### config.mk
export PLATFORM = sky130hd
export DESIGN_NAME = dpt_timer_events
export DESIGN_NICKNAME = d
export VERILOG_FILES = /design/src/hdl/dpt_pkg.sv /design/src/hdl/dpt_event_in.sv /design/src/hdl/dpt_sync_delay.sv /design/src/hdl/dpt_timer_events.sv
export SDC_FILE = /design/constraint.sdc
export NUM_CORES = 1
export LEC_CHECK = 0
export ABC_AREA = 1
export CORE_MARGIN = 2
export CORE_UTILIZATION = 50
export CTS_CLUSTER_SIZE = 8
export DETAILED_ROUTE_END_ITERATION = 6
export DONT_BUFFER_PORTS = 1
export MAX_ROUTING_LAYER = met4
export PLACE_DENSITY_LB_ADDON = 0.25
export SLEW_MARGIN = 20
export SYNTH_ARGS = -nofsm -noshare
export SYNTH_HDL_FRONTEND = slang
export SYNTH_HIERARCHICAL = 1
export SYNTH_SLANG_ARGS = --single-unit
### constraint.sdc
create_clock -name clk_sys -period 4.5 [get_ports clk_sys]
set_clock_uncertainty 0.2 [all_clocks]
set_input_delay 0.225 -clock clk_sys [delete_from_list [all_inputs] [get_ports clk_sys]]
set_output_delay 0.225 -clock clk_sys [all_outputs]
set_load 0.05 [all_outputs]
### src/hdl/dpt_pkg.sv
// Contract
// - Filter changes level after four equal samples.
// - Async mode lets input A event stop outputs directly, except in modes eight and nine.
// - Config zero: no filter, no async path.
// - Polarity zero falling/low, one rising/high.
// - Action one adds counter capture to fault.
// - First event is trigger for input A.
// - Second event is trigger for input B.
// - Input A/B interrupts gated by bits 2/3.
// - Cycle-end interrupt gated by enable bit 0.
// - Input B flag set by event, write-one clears.
// - Input A flag set by event, write-one clears.
// - Cycle-end flag set each cycle, write-one clears.
// - Output B toggle sets sticky activity bit.
// - Output A toggle sets sticky activity bit.
// - Command ready rises once command is carried.
// - Command strobes or auto-update write drop ready.
// - Enable ready rises once enable is carried.
// - Enable write, disable strobe, debug break drop ready.
// - Modes one to three stop output, opposite cycle.
// - Modes four to seven stop all outputs.
// - Modes eight to ten edge/level stop output.
// - Commands accepted only while command ready.
`default_nettype none
package dpt_pkg;
  localparam logic [7:0] IDX_ENABLE     = 8'h00;
  localparam logic [7:0] IDX_UPDATE     = 8'h02;
  localparam logic [7:0] IDX_STROBE     = 8'h04;
  localparam logic [7:0] IDX_EVENT_A    = 8'h08;
  localparam logic [7:0] IDX_EVENT_B    = 8'h09;
  localparam logic [7:0] IDX_INT_ENABLE = 8'h0c;
  localparam logic [7:0] IDX_INT_FLAGS  = 8'h0d;
  localparam logic [7:0] IDX_STATUS     = 8'h0e;
  localparam logic [7:0] IDX_INPUT_A    = 8'h10;
  localparam logic [7:0] IDX_DEBUG      = 8'h1e;
  localparam logic [7:0] IDX_CMPB_CLRH  = 8'h27;
  localparam logic [7:0] REG_RESET      = 8'h00;

  localparam int BIT_ENABLE      = 0;
  localparam int BIT_AUTO_UPDATE = 1;
  localparam int BIT_RUN_HALTED  = 0;
  localparam int BIT_SYNC_EOC    = 0;
  localparam int BIT_SYNC        = 1;
  localparam int BIT_RESTART     = 2;
  localparam int BIT_SCAP_A      = 3;
  localparam int BIT_SCAP_B      = 4;
  localparam int BIT_DIS_EOC     = 7;
  localparam int BIT_TRIG_EN     = 0;
  localparam int BIT_ACTION      = 2;
  localparam int BIT_EDGE        = 4;
  localparam int CFG_LSB         = 6;
  localparam int BIT_FLAG_CYCLE  = 0;
  localparam int BIT_FLAG_A      = 2;
  localparam int BIT_FLAG_B      = 3;
  localparam int BIT_EN_READY    = 0;
  localparam int BIT_CMD_READY   = 1;
  localparam int BIT_ACT_A       = 6;
  localparam int BIT_ACT_B       = 7;

  localparam logic [7:0] INT_MASK    = 8'h0d;
  localparam logic [7:0] STROBE_MASK = 8'h9f;
  localparam logic [7:0] EVENT_MASK  = 8'hd5;
  localparam logic [7:0] MODE_MASK   = 8'h0f;

  localparam logic [1:0] CFG_NEITHER = 2'h0;
  localparam logic [1:0] CFG_FILTER  = 2'h1;
  localparam logic [1:0] CFG_ASYNC   = 2'h2;

  localparam logic [3:0] MODE_NONE         = 4'h0;
  localparam logic [3:0] MODE_JUMP_OPP     = 4'h1;
  localparam logic [3:0] MODE_RUN_OPP      = 4'h2;
  localparam logic [3:0] MODE_RUN_OPP_LVL  = 4'h3;
  localparam logic [3:0] MODE_ALL_PERIOD   = 4'h4;
  localparam logic [3:0] MODE_ALL_DEADTIME = 4'h5;
  localparam logic [3:0] MODE_ALL_JUMP     = 4'h6;
  localparam logic [3:0] MODE_ALL_SW       = 4'h7;
  localparam logic [3:0] MODE_EDGE_JUMP    = 4'h8;
  localparam logic [3:0] MODE_EDGE_PERIOD  = 4'h9;
  localparam logic [3:0] MODE_LEVEL_PERIOD = 4'ha;

  localparam int         FILTER_SAMPLES = 4;
  localparam logic [1:0] SYNC_CYCLES    = 2'h2;
endpackage : dpt_pkg
`default_nettype wire

### src/hdl/dpt_event_in.sv
`default_nettype none
module dpt_event_in
  import dpt_pkg::*;
(
  input  wire logic       clk,
  input  wire logic       rst_n,
  input  wire logic       event_raw,
  input  wire logic [1:0] cfg,
  input  wire logic       rise_high,
  output logic            fault_level,
  output logic            fault_edge,
  output logic            async_level
);
  logic                        sample_r;
  logic [FILTER_SAMPLES-2:0]   hist_r;
  logic                        filt_r;
  logic                        prev_r;
  logic                        qual;
  logic                        valid_cfg;

  always_ff @(posedge clk or negedge rst_n) begin
    if (!rst_n) begin
      sample_r <= 1'b0;
      hist_r   <= '0;
    end else begin
      sample_r <= event_raw;
      hist_r   <= {hist_r[FILTER_SAMPLES-3:0], sample_r};
    end
  end

  always_ff @(posedge clk or negedge rst_n) begin
    if (!rst_n) begin
      filt_r <= 1'b0;
    end else if (&{hist_r, sample_r} || ~|{hist_r, sample_r}) begin
      filt_r <= sample_r;
    end
  end

  // Reserved code gives no action at all
  assign valid_cfg   = (cfg == CFG_NEITHER) || (cfg == CFG_FILTER) || (cfg == CFG_ASYNC);
  assign qual        = (cfg == CFG_FILTER) ? filt_r : sample_r;
  assign fault_level = valid_cfg && (qual == rise_high);

  always_ff @(posedge clk or negedge rst_n) begin
    if (!rst_n) begin
      prev_r <= 1'b0;
    end else begin
      prev_r <= fault_level;
    end
  end

  assign fault_edge  = fault_level && !prev_r;
  // Bypasses the sampler, so glitches on the event net reach the outputs
  assign async_level = (cfg == CFG_ASYNC) && (event_raw == rise_high);
endmodule // dpt_event_in
`default_nettype wire

### src/hdl/dpt_sync_delay.sv
`default_nettype none
module dpt_sync_delay
  import dpt_pkg::*;
(
  input  wire logic clk,
  input  wire logic rst_n,
  input  wire logic start,
  input  wire logic hold,
  output logic      ready,
  output logic      done
);
  logic [1:0] cnt_r;

  // Comes out of reset pending, so ready rises a few cycles after release
  always_ff @(posedge clk or negedge rst_n) begin
    if (!rst_n) begin
      cnt_r <= SYNC_CYCLES;
    end else if (start || hold) begin
      cnt_r <= SYNC_CYCLES;
    end else if (cnt_r != 2'h0) begin
      cnt_r <= cnt_r - 2'h1;
    end
  end

  assign ready = (cnt_r == 2'h0);
  assign done  = (cnt_r == 2'h1) && !start && !hold;
endmodule // dpt_sync_delay
`default_nettype wire

### src/hdl/dpt_timer_events.sv
// Our own choice: the AHB-Lite interface to the registers.
`default_nettype none
module dpt_timer_events
  import dpt_pkg::*;
(
  input  wire logic        clk_sys,
  input  wire logic        reset_n,
  input  wire logic        hsel,
  input  wire logic [31:0] haddr,
  input  wire logic [1:0]  htrans,
  input  wire logic        hwrite,
  input  wire logic [2:0]  hsize,
  input  wire logic [31:0] hwdata,
  input  wire logic        hready,
  output logic             hreadyout,
  output logic             hresp,
  output logic [31:0]      hrdata,
  input  wire logic        event_a,
  input  wire logic        event_b,
  input  wire logic        waveform_output_a,
  input  wire logic        waveform_output_b,
  input  wire logic        cycle_end,
  input  wire logic        debug_halt,
  output logic             gated_output_a,
  output logic             gated_output_b,
  output logic             capture_a_req,
  output logic             capture_b_req,
  output logic             irq_input_a,
  output logic             irq_input_b,
  output logic             irq_cycle_end,
  output logic             timer_enable,
  output logic             sync_now_pulse,
  output logic             sync_at_cycle_end_pulse,
  output logic             restart_pulse,
  output logic             resp_jump_opposite,
  output logic             resp_run_opposite,
  output logic             resp_jump_next,
  output logic             resp_dead_time,
  output logic             resp_keep_period,
  output logic             resp_hold
);
  logic [1:0] rst_sync_r;
  logic       rst_n;
  logic [1:0] halt_sync_r;

  logic       dph_write_r;
  logic       dph_read_r;
  logic [7:0] dph_index_r;
  logic       wr;
  logic [7:0] wdata;

  logic [7:0] event_ctrl_a_r;
  logic [7:0] event_ctrl_b_r;
  logic [7:0] int_enable_r;
  logic [7:0] input_mode_r;
  logic       auto_update_r;
  logic       run_halted_r;
  logic       enable_req_r;
  logic       enable_timer_r;
  logic       dis_pend_r;
  logic       flag_a_r;
  logic       flag_b_r;
  logic       flag_cycle_r;
  logic       act_a_r;
  logic       act_b_r;
  logic       wave_a_r;
  logic       wave_b_r;
  logic [4:0] cmd_pend_r;
  logic [4:0] cmd_exec_r;
  logic       cap_a_r;
  logic       cap_b_r;
  logic       hold_r;

  logic [1:0] ev_raw;
  logic [7:0] ev_ctrl [2];
  logic [1:0] ev_level;
  logic [1:0] ev_edge;
  logic [1:0] ev_async;
  logic [1:0] trig_level;
  logic [1:0] trig_edge;

  logic       cmd_ready;
  logic       cmd_done;
  logic       cmd_start;
  logic [4:0] cmd_new;
  logic       en_ready;
  logic       en_done;
  logic       en_start;
  logic       en_hold;
  logic       fault_a;
  logic       stop_one;
  logic       stop_all;
  logic       is_hold_mode;

  function automatic logic is_reg(input logic [7:0] index, input logic [7:0] target);
    is_reg = (index == target);
  endfunction

  always_ff @(posedge clk_sys or negedge reset_n) begin
    if (!reset_n) begin
      rst_sync_r <= 2'h0;
    end else begin
      rst_sync_r <= {rst_sync_r[0], 1'b1};
    end
  end
  assign rst_n = rst_sync_r[1];

  always_ff @(posedge clk_sys or negedge rst_n) begin
    if (!rst_n) begin
      halt_sync_r <= 2'h0;
    end else begin
      halt_sync_r <= {halt_sync_r[0], debug_halt};
    end
  end

  // Zero-wait slave: address phase latched, effects in the data phase
  always_ff @(posedge clk_sys or negedge rst_n) begin
    if (!rst_n) begin
      dph_write_r <= 1'b0;
      dph_read_r  <= 1'b0;
      dph_index_r <= 8'h00;
    end else if (hready) begin
      dph_write_r <= hsel && htrans[1] && hwrite;
      dph_read_r  <= hsel && htrans[1] && !hwrite;
      dph_index_r <= haddr[9:2];
    end
  end

  assign hreadyout = 1'b1;
  assign hresp     = 1'b0;
  assign wr        = dph_write_r;
  assign wdata     = hwdata[7:0];

  always_comb begin
    hrdata = 32'h0000_0000;
    if (dph_read_r) begin
      case (dph_index_r)
        IDX_ENABLE:     hrdata[BIT_ENABLE] = enable_req_r;
        IDX_UPDATE:     hrdata[BIT_AUTO_UPDATE] = auto_update_r;
        IDX_EVENT_A:    hrdata[7:0] = event_ctrl_a_r;
        IDX_EVENT_B:    hrdata[7:0] = event_ctrl_b_r;
        IDX_INT_ENABLE: hrdata[7:0] = int_enable_r;
        IDX_INT_FLAGS: begin
          hrdata[BIT_FLAG_A]     = flag_a_r;
          hrdata[BIT_FLAG_B]     = flag_b_r;
          hrdata[BIT_FLAG_CYCLE] = flag_cycle_r;
        end
        IDX_STATUS: begin
          hrdata[BIT_ACT_A]     = act_a_r;
          hrdata[BIT_ACT_B]     = act_b_r;
          hrdata[BIT_CMD_READY] = cmd_ready;
          hrdata[BIT_EN_READY]  = en_ready;
        end
        IDX_INPUT_A:    hrdata[7:0] = input_mode_r;
        IDX_DEBUG:      hrdata[BIT_RUN_HALTED] = run_halted_r;
        default:        hrdata = 32'h0000_0000;
      endcase
    end
  end

  always_ff @(posedge clk_sys or negedge rst_n) begin
    if (!rst_n) begin
      event_ctrl_a_r <= REG_RESET;
      event_ctrl_b_r <= REG_RESET;
      int_enable_r   <= REG_RESET;
      input_mode_r   <= REG_RESET;
      auto_update_r  <= 1'b0;
      run_halted_r   <= 1'b0;
    end else if (wr) begin
      if (is_reg(dph_index_r, IDX_EVENT_A)) event_ctrl_a_r <= wdata & EVENT_MASK;
      if (is_reg(dph_index_r, IDX_EVENT_B)) event_ctrl_b_r <= wdata & EVENT_MASK;
      if (is_reg(dph_index_r, IDX_INT_ENABLE)) int_enable_r <= wdata & INT_MASK;
      if (is_reg(dph_index_r, IDX_INPUT_A)) input_mode_r <= wdata & MODE_MASK;
      if (is_reg(dph_index_r, IDX_UPDATE)) auto_update_r <= wdata[BIT_AUTO_UPDATE];
      if (is_reg(dph_index_r, IDX_DEBUG)) run_halted_r <= wdata[BIT_RUN_HALTED];
    end
  end

  assign ev_raw     = {event_b, event_a};
  assign ev_ctrl[0] = event_ctrl_a_r;
  assign ev_ctrl[1] = event_ctrl_b_r;

  generate
    for (genvar i = 0; i < 2; i++) begin : g_event
      dpt_event_in u_event (
        .clk         (clk_sys),
        .rst_n       (rst_n),
        .event_raw   (ev_raw[i]),
        .cfg         (ev_ctrl[i][CFG_LSB+1:CFG_LSB]),
        .rise_high   (ev_ctrl[i][BIT_EDGE]),
        .fault_level (ev_level[i]),
        .fault_edge  (ev_edge[i]),
        .async_level (ev_async[i])
      );
      assign trig_level[i] = ev_ctrl[i][BIT_TRIG_EN] && (ev_level[i] || ev_async[i]);
      assign trig_edge[i]  = ev_ctrl[i][BIT_TRIG_EN] && ev_edge[i];
    end
  endgenerate

  // Command path: strobes taken only while no command is in flight
  assign cmd_new[BIT_SYNC_EOC] = wr && is_reg(dph_index_r, IDX_STROBE) && wdata[BIT_SYNC_EOC]
                                 || wr && is_reg(dph_index_r, IDX_CMPB_CLRH) && auto_update_r;
  assign cmd_new[BIT_SYNC]     = wr && is_reg(dph_index_r, IDX_STROBE) && wdata[BIT_SYNC];
  assign cmd_new[BIT_RESTART]  = wr && is_reg(dph_index_r, IDX_STROBE) && wdata[BIT_RESTART];
  assign cmd_new[BIT_SCAP_A]   = wr && is_reg(dph_index_r, IDX_STROBE) && wdata[BIT_SCAP_A];
  assign cmd_new[BIT_SCAP_B]   = wr && is_reg(dph_index_r, IDX_STROBE) && wdata[BIT_SCAP_B];
  assign cmd_start             = cmd_ready && (|cmd_new);

  dpt_sync_delay u_cmd_sync (
    .clk   (clk_sys),
    .rst_n (rst_n),
    .start (cmd_start),
    .hold  (1'b0),
    .ready (cmd_ready),
    .done  (cmd_done)
  );

  always_ff @(posedge clk_sys or negedge rst_n) begin
    if (!rst_n) begin
      cmd_pend_r <= 5'h00;
      cmd_exec_r <= 5'h00;
    end else begin
      if (cmd_start) begin
        cmd_pend_r <= cmd_new;
      end else if (cmd_done) begin
        cmd_pend_r <= 5'h00;
      end
      cmd_exec_r <= cmd_done ? cmd_pend_r : 5'h00;
    end
  end

  assign sync_at_cycle_end_pulse = cmd_exec_r[BIT_SYNC_EOC];
  assign sync_now_pulse          = cmd_exec_r[BIT_SYNC];
  assign restart_pulse           = cmd_exec_r[BIT_RESTART];

  // Enable path; a write during synchronisation is dropped, not queued
  assign en_start = en_ready && wr && is_reg(dph_index_r, IDX_ENABLE);
  assign en_hold  = dis_pend_r || (halt_sync_r[1] && !run_halted_r);

  dpt_sync_delay u_en_sync (
    .clk   (clk_sys),
    .rst_n (rst_n),
    .start (en_start),
    .hold  (en_hold),
    .ready (en_ready),
    .done  (en_done)
  );

  always_ff @(posedge clk_sys or negedge rst_n) begin
    if (!rst_n) begin
      enable_req_r <= 1'b0;
      dis_pend_r   <= 1'b0;
    end else begin
      if (en_start) begin
        enable_req_r <= wdata[BIT_ENABLE];
      end else if (dis_pend_r && cycle_end) begin
        enable_req_r <= 1'b0;
      end
      if (dis_pend_r && cycle_end) begin
        dis_pend_r <= 1'b0;
      end else if (en_ready && wr && is_reg(dph_index_r, IDX_STROBE) && wdata[BIT_DIS_EOC]) begin
        dis_pend_r <= 1'b1;
      end
    end
  end

  always_ff @(posedge clk_sys or negedge rst_n) begin
    if (!rst_n) begin
      enable_timer_r <= 1'b0;
    end else if (en_done) begin
      enable_timer_r <= enable_req_r;
    end
  end
  assign timer_enable = enable_timer_r;

  always_ff @(posedge clk_sys or negedge rst_n) begin
    if (!rst_n) begin
      cap_a_r <= 1'b0;
      cap_b_r <= 1'b0;
    end else begin
      cap_a_r <= trig_edge[0] && event_ctrl_a_r[BIT_ACTION] || cmd_exec_r[BIT_SCAP_A];
      cap_b_r <= trig_edge[1] && event_ctrl_b_r[BIT_ACTION] || cmd_exec_r[BIT_SCAP_B];
    end
  end
  assign capture_a_req = cap_a_r;
  assign capture_b_req = cap_b_r;

  // Flags: a hardware set in the same cycle as a clear wins
  always_ff @(posedge clk_sys or negedge rst_n) begin
    if (!rst_n) begin
      flag_a_r     <= 1'b0;
      flag_b_r     <= 1'b0;
      flag_cycle_r <= 1'b0;
    end else begin
      if (trig_edge[0] || cmd_exec_r[BIT_SCAP_A]) begin
        flag_a_r <= 1'b1;
      end else if (wr && is_reg(dph_index_r, IDX_INT_FLAGS) && wdata[BIT_FLAG_A]) begin
        flag_a_r <= 1'b0;
      end
      if (trig_edge[1] || cmd_exec_r[BIT_SCAP_B]) begin
        flag_b_r <= 1'b1;
      end else if (wr && is_reg(dph_index_r, IDX_INT_FLAGS) && wdata[BIT_FLAG_B]) begin
        flag_b_r <= 1'b0;
      end
      if (cycle_end) begin
        flag_cycle_r <= 1'b1;
      end else if (wr && is_reg(dph_index_r, IDX_INT_FLAGS) && wdata[BIT_FLAG_CYCLE]) begin
        flag_cycle_r <= 1'b0;
      end
    end
  end

  assign irq_input_a   = flag_a_r && int_enable_r[BIT_FLAG_A];
  assign irq_input_b   = flag_b_r && int_enable_r[BIT_FLAG_B];
  assign irq_cycle_end = flag_cycle_r && int_enable_r[BIT_FLAG_CYCLE];

  always_ff @(posedge clk_sys or negedge rst_n) begin
    if (!rst_n) begin
      wave_a_r <= 1'b0;
      wave_b_r <= 1'b0;
      act_a_r  <= 1'b0;
      act_b_r  <= 1'b0;
    end else begin
      wave_a_r <= waveform_output_a;
      wave_b_r <= waveform_output_b;
      if (waveform_output_a != wave_a_r) begin
        act_a_r <= 1'b1;
      end else if (wr && is_reg(dph_index_r, IDX_STATUS) && wdata[BIT_ACT_A]) begin
        act_a_r <= 1'b0;
      end
      if (waveform_output_b != wave_b_r) begin
        act_b_r <= 1'b1;
      end else if (wr && is_reg(dph_index_r, IDX_STATUS) && wdata[BIT_ACT_B]) begin
        act_b_r <= 1'b0;
      end
    end
  end

  // Input A response; the hold outlives the fault until the engine's next cycle end, or in mode 7 until a restart command
  assign fault_a      = trig_level[0];
  assign is_hold_mode = (input_mode_r[3:0] == MODE_JUMP_OPP) || (input_mode_r[3:0] == MODE_RUN_OPP)
                        || (input_mode_r[3:0] == MODE_ALL_JUMP) || (input_mode_r[3:0] == MODE_ALL_SW)
                        || (input_mode_r[3:0] == MODE_EDGE_JUMP) || (input_mode_r[3:0] == MODE_EDGE_PERIOD);

  always_ff @(posedge clk_sys or negedge rst_n) begin
    if (!rst_n) begin
      hold_r <= 1'b0;
    end else if (trig_edge[0] && is_hold_mode) begin
      hold_r <= 1'b1;
    end else if (input_mode_r[3:0] == MODE_ALL_SW) begin
      if (cmd_exec_r[BIT_RESTART]) hold_r <= 1'b0;
    end else if (!is_hold_mode || (cycle_end && !fault_a)) begin
      hold_r <= 1'b0;
    end
  end

  always_comb begin
    stop_one           = 1'b0;
    stop_all           = 1'b0;
    resp_jump_opposite = 1'b0;
    resp_run_opposite  = 1'b0;
    resp_jump_next     = 1'b0;
    resp_dead_time     = 1'b0;
    resp_keep_period   = 1'b0;
    case (input_mode_r[3:0])
      MODE_JUMP_OPP: begin
        stop_one           = hold_r || fault_a;
        resp_jump_opposite = trig_edge[0];
      end
      MODE_RUN_OPP: begin
        stop_one          = hold_r || fault_a;
        resp_run_opposite = hold_r;
      end
      MODE_RUN_OPP_LVL: begin
        stop_one          = fault_a;
        resp_run_opposite = fault_a;
      end
      MODE_ALL_PERIOD: begin
        stop_all         = fault_a;
        resp_keep_period = fault_a;
      end
      MODE_ALL_DEADTIME: begin
        stop_all       = fault_a;
        resp_dead_time = fault_a;
      end
      MODE_ALL_JUMP: begin
        stop_all       = hold_r || fault_a;
        resp_jump_next = trig_edge[0];
      end
      MODE_ALL_SW: begin
        stop_all = hold_r || fault_a;
      end
      MODE_EDGE_JUMP: begin
        stop_one       = hold_r;
        resp_jump_next = trig_edge[0];
      end
      MODE_EDGE_PERIOD: begin
        stop_one         = hold_r;
        resp_keep_period = hold_r;
      end
      MODE_LEVEL_PERIOD: begin
        stop_one         = fault_a;
        resp_keep_period = fault_a;
      end
      default: begin
        stop_one = 1'b0;
      end
    endcase
  end

  assign resp_hold = hold_r;
  // Combinational gate so the async path can cut the outputs within the cycle
  assign gated_output_a = waveform_output_a && !(stop_one || stop_all);
  assign gated_output_b = waveform_output_b && !stop_all;
endmodule // dpt_timer_events
`default_nettype wire

* After elaboration in Yosys (flattened, before gate mapping)
Cells that the tools add are included.
** Storage, ports and cells
- Register bits after elaboration :: 72
- Bits in latches :: 0
- Bits in writable memories :: 0
- Memory bits (read-only) :: 0
- Input port bits :: 80
- Output and inout port bits :: 51
- Word-level logic and storage cells :: 227
- Memories kept :: 0
** Operators by class
- Add/subtract/negate cells :: 2
- $mul :: 0
- Div/mod/pow operators :: 0
- $lt $le $gt $ge :: 0
- Eq/ne operators :: 32
- Shifts and indexed selects :: 0
- Muxes and demuxes :: 40
- Bitwise logic cells :: 0
- Reductions and logical operators :: 117
** Operators by type and width (count)
- $logic_and A1 B1 Y1 :: 45
- $eq A8 B4 Y1 const B :: 5
- $reduce_bool A2 Y1 :: 12
- $mux W1 :: 23
- $logic_or A1 B1 Y1 :: 22
- $eq A4 B3 Y1 const B :: 4
- $eq A8 B5 Y1 const B :: 2
- $mux W5 :: 3
- $reduce_and A2 Y1 :: 7
- $reduce_or A2 Y1 :: 7
- $logic_not A1 Y1 :: 13
- $eq A4 B4 Y1 const B :: 3
- $pmux W2 S5 :: 1
- $eq A2 B1 Y1 const B :: 4
- $eq A4 B2 Y1 const B :: 2
- $eq A8 B2 Y1 const B :: 1
- $eq A8 B3 Y1 const B :: 1
- $eq A8 B6 Y1 const B :: 1
- $logic_not A2 Y1 :: 4
- $logic_not A8 Y1 :: 1
- $mux W2 :: 4
- $mux W8 :: 1
- $pmux W1 S2 :: 4
- $pmux W1 S8 :: 1
- 12 further kinds :: 20

* Depth between registers and ports, before layout
Gate-level depths: netlist of run 1.
- Word-level depth :: 12
- Gate-level depth with buffers :: 14
- Gate-level depth less buffers :: 14

* Cells and area by module
Netlist of run 1, hierarchy kept.
** Modules (own cells, without submodules)
- dpt_timer_events :: times used 1, cells an instance 372, area each 2929.1 µm², seq. area each 1401.3 µm²
- dpt_event_in :: times used 2, cells an instance 28, area each 260.2 µm², seq. area each 150.1 µm²
- dpt_sync_delay :: times used 2, cells an instance 17, area each 135.1 µm², seq. area each 51.3 µm²

* Worst setup path before layout of run 1
Ideal clock, no wire load.
- Path kind :: register to output
- Start :: reg event_ctrl_a_r[7]
- End :: out resp_jump_opposite
- Data arrival time :: 2390 ps
- Required time :: 4075 ps
- Slack :: 1685 ps
- Cell stages (with the launch flop) :: 8
- Buffers on the path :: 0
- Cells stage by stage :: dfrtp_1 > inv_1 > nand3_1 > nand3_2 > nand3_2 > nor2_2 > nand2_1 > nor4_1
** Between the ends
- Cells in the longest elaborated chain, start to end :: 7
- Elaborated cells on any way between the ends :: 11
- Those cells by class :: eq/ne: 3; mux: 2; reduce/logical: 6
** RTL lines
- start: declaration :: RTL line dpt_timer_events.sv:52 : logic [7:0] event_ctrl_a_r;
- start signal: assignment :: RTL line dpt_timer_events.sv:170 : if (is_reg(dph_index_r, IDX_EVENT_A)) event_ctrl_a_r <= wdata & EVENT_MASK;
- $eq A2 B1 Y1 / $logic_not A2 Y1 (equally long branches) :: RTL line dpt_event_in.sv:40, dpt_event_in.sv:41
- $mux W1 / $logic_or A1 B1 Y1 (equally long branches) :: RTL line dpt_event_in.sv:41, dpt_event_in.sv:40
- $eq A1 B1 Y1 / $logic_or A1 B1 Y1 (equally long branches) :: RTL line dpt_event_in.sv:42, dpt_event_in.sv:40
- $logic_and A1 B1 Y1 * :: RTL line dpt_event_in.sv:42 : assign fault_level = valid_cfg && (qual == rise_high);
- $logic_and A1 B1 Y1 * :: RTL line dpt_event_in.sv:52 : assign fault_edge = fault_level && !prev_r;
- named net ev_edge[0] :: RTL line dpt_timer_events.sv:77 : logic [1:0] ev_edge;
- $logic_and A1 B1 Y1 * :: RTL line dpt_timer_events.sv:196 : assign trig_edge[i] = ev_ctrl[i][BIT_TRIG_EN] && ev_edge[i];
- $mux W1 * :: RTL line dpt_timer_events.sv:365 : case (input_mode_r[3:0])
- end: declaration :: RTL line dpt_timer_events.sv:35 : output logic resp_jump_opposite,
The timed path passes the listed nets; every way through them passes the cells marked *.

* Final worst setup path of run 1
- Start :: reg event_ctrl_a_r[7]
- End :: out gated_output_a
** Between the ends
- Cells in the longest elaborated chain, start to end :: 11
- Elaborated cells on any way between the ends :: 17
- Those cells by class :: eq/ne: 3; mux: 3; reduce/logical: 11
** RTL lines
- $eq A2 B1 Y1 / $logic_not A2 Y1 (equally long branches) :: RTL line dpt_event_in.sv:40, dpt_event_in.sv:41
- $mux W1 / $logic_or A1 B1 Y1 (equally long branches) :: RTL line dpt_event_in.sv:41, dpt_event_in.sv:40
- $eq A1 B1 Y1 / $logic_or A1 B1 Y1 (equally long branches) :: RTL line dpt_event_in.sv:42, dpt_event_in.sv:40
- $logic_and A1 B1 Y1 * :: RTL line dpt_event_in.sv:42
- named net ev_level[0] :: RTL line dpt_timer_events.sv:76 : logic [1:0] ev_level;
- $logic_or A1 B1 Y1 * :: RTL line dpt_timer_events.sv:195 : assign trig_level[i] = ev_ctrl[i][BIT_TRIG_EN] && (ev_level[i] || ev_async[i]);
- $logic_and A1 B1 Y1 * :: RTL line dpt_timer_events.sv:195
- $logic_or A1 B1 Y1
- $pmux W1 S3 / $pmux W1 S2 (equally long branches) :: RTL line dpt_timer_events.sv:365
- $logic_or A1 B1 Y1 * :: RTL line dpt_timer_events.sv:413 : assign gated_output_a = waveform_output_a && !(stop_one || stop_all);
- $logic_not A1 Y1 * :: RTL line dpt_timer_events.sv:413
- $logic_and A1 B1 Y1 * :: RTL line dpt_timer_events.sv:413
- end: declaration :: RTL line dpt_timer_events.sv:24 : output logic gated_output_a,
Marked as above.

==> flow_summary.toml, run 1 <==
[placement]
routabilityCongestion = 0.888
placed_area_um2 = 3760
io_buffers = 0
dpl.hpwl_mm = 5.96

[critical_path]
r2r_start = "dph_index_r[0]$_DFFE_PN0P_"
required_ns = 4.07
regToRegSetupSlack_ns = 1.87
rr_worst_depth = 13
crit_end = "gated_output_a"
path_class = "reg2out"
cp-end-kind = "primary output"
critPathMaxFanout = 5
crit_path_start = "event_ctrl_a_r[7]$_DFFE_PN0P_"
r2r_end = "cmd_pend_r[0]$_DFFE_PN0P_"
startpoint_type = "flop"
worstPathArrival_ns = 3.05

[synth]
netlist_instances = 460
synth_warnings = 6
avgSynthCellArea_um2 = 8.06
netlist_area_um2 = 3710

[floorplan]
start_util = 0.514
die-height_um = 90.1
core_um2 = 7210
io-pin-count = 131
die_area_um2 = 8120
rows = 31
die_w_um = 90.1

[clock_network]
clk_latency_ns = 0.35
postCtsSetupBuffers = 0
htreeDepth = 3
clkSlewWorstSetupHoldPaths_ns = 0.08
cts_buffer_depth = 2
numCtsBuffers = 9
cts-resized-gates = 0
cts_root_buf = "clkbuf_8"
clock_sinks = 72
cts_tree = "done"

[timing]
finalCritPeriodShare = 0.773
setup_viol = 0
max_slew_margin = 0.243
slew_violations = 0
hold_violations = 0
grt_setup_unrepaired = "false"
hold_slack_ns = 0.0144
setup_tns_ns = 0
worst_pin_slew_ns = 1.14
min_period_ns = 3.48
fmax_mhz = 288

[power_and_ir_drop]
power_leakage_uw = 0.00221
power_uw = 1690
ir_drop_v = 0.000267
powerDensity_nw_per_um2 = 397

[worst_hold_path]
hold_path.startpoint = "hwdata[1]"
hold_class = "in2reg"

[grt]
grt_max_degree = 37
grt_use_met3 = 0.0394
use_met2 = 0.354
grt_pass1_wl_mm = 13.9
grt_pass1_vias = 2954
met1_usage = 0.280
grt_antenna_before_repair = 0
gr-total-overflow = 0
grt_usage = 0.222
top_usage_layer = "met2"

[cells_and_area]
post-route-cell-area_um2 = 4270
drive_gt1_frac = 0.106
synthToLayoutAreaGrowth_pct = 15.2
diodes = 0
fin_nets = 582
post-route-util = 0.592

[flow_run]
maxCapViolations = 0

[route]
vias = 3029
vias_per_cell = 5.04
detail-route-antenna-nets = 0
drt-initial-drc-count = 225
drt-total-wl_mm = 8.19
post-route-drc-count = 0
post_drt_wl_per_cell_um = 13.6
firstDrtPassIters = 4

[status]
status = "finished, final reports clean"
[registers in the layout, indices dropped and copies added (netlist names), 2 cells and up]
register	cells
cmd_pend_r	5
event_ctrl_a_r	5
input_mode_r	4
g_event.u_event/filt_r	2
int_enable_r	3
u_cmd_sync/cnt_r	2
event_ctrl_b_r	5
rst_sync_r	2
cmd_exec_r	5
g_event.u_event/prev_r	2
dph_index_r	8
u_en_sync/cnt_r	2
g_event.u_event/sample_r	2
halt_sync_r	2
g_event.u_event/hist_r	6
[layout by cell type (no fill, tap or decap), drive strengths merged, types with 4 or more instances in the layout]
cell type / count
clkbuf: 9
nand3: 34
nor4: 6
a21oi: 11
nand2: 116
nor3: 9
o211ai: 5
inv: 68
conb: 30
nor2: 40
dfrtp: 70
o21ai: 42
ha: 4
dlygate4sd3: 28
nand4: 5
[per-layer routing]
layer,vias up,share of wire
met2,90,0.47
li1,1485,-
met1,1441,0.45
met5,-,0
met3,13,0.054
met4,0,0.017
[timing repair]
action,CTS,global route
endpoints found under the setup margin,0,0
endpoints found under the hold margin,45,0
hold buffers,28,0
[worst min-delay path by stage]
| stage | depth (start not counted) | to |
|---|---|---|
| CTS | 4 | cmd_pend_r[3]$_DFFE_PN0P_ |
| floorplan | 0 | rst_sync_r[0]$_DFF_PN0_ |
| finish | 4 | cmd_pend_r[3]$_DFFE_PN0P_ |
| global route | 4 | cmd_pend_r[3]$_DFFE_PN0P_ |
| global placement | 0 | rst_sync_r[0]$_DFF_PN0_ |
| detailed placement | 0 | rst_sync_r[1]$_DFF_PN0_ |
[report_power, final]
group | internal, uW | total (uW) | switching [uW]
clock network | 364 | 606 | 242
registers | 708 | 785 | 77.1
logic | 95.0 | 302 | 207
total | 1170 | 1690 | 526
[worst max-delay path: stages (launching register included)]
cell	delay (ns)
dfrtp_1	0.42
inv_1	0.11
nand2_1	0.07
nand2_1	0.10
nand3_2	0.08
nand3_2	0.10
inv_1	0.05
o21ai_0	0.44
inv_1	0.13
a22oi_1	0.26
nand3_1	0.10
a21oi_1	0.83
[stage by stage]
stage	setup WS, ns	cells
2_1_floorplan	1.68	488
3_3_place_gp	1.49	558
3_5_place_dp	1.41	558
4_1_cts	1.03	601
5_1_grt	0.746	601
6_report	1.02	601
[final cells by class]
class,instances,area (um2)
Fill cell,648,2950
Inverter,68,255
Multi-Input combinational cell,316,1550
Clock inverter,6,109
Tap cell,99,124
Clock buffer,9,124
Timing Repair Buffer,31,303
Sequential cell,72,1810
(Power assumes the default switching activity.)
==> inputs of run 2 (changes only) <==
ABC_AREA = 0   (was 1)
clock period = 3.6 ns   (was 4.5 ns; I/O delays follow)
==> flow_summary.toml, run 2 <==
[status]
status = "finished, final reports clean"

[critical_path]
path_class = "reg2out"
startpoint_type = "flop"
r2r_end = "flag_cycle_r$_DFFE_PN0P_"
rr_worst_depth = 6
cp_top_family = "simple AND/OR/NAND/NOR gates"
worstPathArrival_ns = 2.65
worst_path_max_delay_cell = "or4_1"
critPathMaxFanout = 9
cp-end-kind = "primary output"
crit_path_max_incr_delay_ns = 0.66
required_ns = 3.22
path_buf_inv = 1
crit_chain = "or4_1 -> nor2_2 -> a22oi_1 -> o21a_1 -> o32ai_2 -> buf_4"
regToRegSetupSlack_ns = 0.86
r2r_start = "dph_index_r[4]$_DFFE_PN0P_"

[clock_network]
cts-resized-gates = 0
clk_latency_ns = 0.35
cts_tree = "done"
numCtsBuffers = 9
clkSlewWorstSetupHoldPaths_ns = 0.07
clock_sinks = 72
cts_root_buf = "clkbuf_8"
htreeDepth = 3
cts_buffer_depth = 2

[synth]
avgSynthCellArea_um2 = 10.8
synth_warnings = 6
netlist_area_um2 = 3600
netlist_instances = 335

[timing]
worst_pin_slew_ns = 0.911
setup_viol = 0
finalCritPeriodShare = 0.843
fmax_mhz = 330
slew_violations = 0
min_period_ns = 3.03
grt_setup_unrepaired = "false"
hold_slack_ns = 0.105
max_slew_margin = 0.394
hold_violations = 0
setup_tns_ns = 0

[floorplan]
die-height_um = 88.9
die_area_um2 = 7900
rows = 30
start_util = 0.525
core_um2 = 6870
die_w_um = 88.9
io-pin-count = 131

[power_and_ir_drop]
power_frac_comb = 0.179
power_leakage_uw = 0.00178
swShare = 0.299
p_int_uw = 1360
pwr-share-clk = 0.332
p_sw_uw = 582
powerDensity_nw_per_um2 = 464
ir_drop_v = 0.000277
pwr-share-seq = 0.489

[cells_and_area]
top_register = "dph_index_r"
drive_gt1_frac = 0.199
diodes = 0
stdcell_count = 477
layout.cells.most_common = "dfrtp_1"
fillers = 599
fin_nets = 460
final_cell_mix = "dfrtp_1 (69), conb_1 (30), dlygate4sd3_1 (29)"
largest_reg_flops = 8
largestRegisters = "dph_index_r (8), g_event.u_event/hist_r (6)"
synthToLayoutAreaGrowth_pct = 16.5

[worst_hold_path]
hold_path_end = "u_cmd_sync/cnt_r[0]$_DFFE_PN0P_"
hold_class = "in2reg"
hold_path_depth = 4
hold_path.startpoint = "hwdata[4]"

[route]
drt-total-wl_mm = 7.87
drt-initial-drc-count = 179
post_drt_wl_per_cell_um = 16.5
detail-route-antenna-nets = 0
post-route-drc-count = 0
vias_per_cell = 5.41
firstDrtPassIters = 4
vias = 2582

[placement]
dpl.hpwl_mm = 5.41
placed_cells = 432
routabilityCongestion = 0.848
io_buffers = 0

[flow_run]
maxCapViolations = 0

[grt]
grt_pass1_vias = 2560
grt_antenna_before_repair = 0
grt_max_degree = 71
grt_pass1_wl_mm = 12.8
grt_usage = 0.228
gr-total-overflow = 0
## run 2: worst max path at each step
stage	start	to	slack [ns]	cells past startpoint
final	dph_index_r[5]$_DFFE_PN0P_	hrdata[2]	0.57	6
after global routing	dph_index_r[5]$_DFFE_PN0P_	hrdata[2]	0.39	6
after CTS	event_ctrl_a_r[6]$_DFFE_PN0P_	gated_output_a	0.58	7
after detailed placement	event_ctrl_a_r[6]$_DFFE_PN0P_	gated_output_a	0.97	7
after global placement	dph_index_r[5]$_DFFE_PN0P_	hrdata[3]	0.95	5
after floorplan	dph_index_r[5]$_DFFE_PN0P_	hrdata[2]	0.44	6
## run 2: final cells by class
class,count,area (um2),area share
multi-input cells,245,1670,0.399
clock inverters,2,37.5,0.00894
inverters,9,33.8,0.00805
repair buffers,39,365,0.0870
flip-flops and latches,72,1810,0.430
well taps,96,120,0.0286
clock buffers,14,163,0.0387
## run 2: per-layer routing
layer  GRT usage  share of wire  vias up
li1            -              -     1219
met1       0.288           0.45     1275
met4      0.0950          0.020        0
met5           -              0        -
met3      0.0554          0.049       13
met2       0.353           0.48       75
## run 2: power by group through the flow
stage | Combinational, uW | Clock (uW) | Sequential [uW]
floorplan | 296 | 0 | 944
global placement | 304 | 0 | 961
detailed placement | 314 | 0 | 966
CTS | 348 | 660 | 951
global route | 385 | 701 | 961
finish | 348 | 647 | 952
## run 2: timing repair
item / 4_1_cts / 5_1_grt
endpoints found under the setup margin: 0 / 0
hold buffers: 29 / 0
endpoints found under the hold margin: 49 / 0
setup buffers: 0 / 0
## run 2: per-stage QoR
stage                     power (uW)  utilization  setup slack (ns)  cell area, um2
final                           1950        0.611             0.565            4200
after floorplan                 1240            -             0.440            3710
after CTS                       1960        0.611             0.576            4200
after detailed placement        1280        0.540             0.967            3710
after global placement          1260        0.540             0.947            3710
after global routing            2050        0.611             0.391            4200
## run 2: worst min-delay path, delay by kind of cell
family           cells  cell delay, ns
AND/OR/NAND/NOR      2            0.21
AO/OA/AOI/OAI        2            0.22
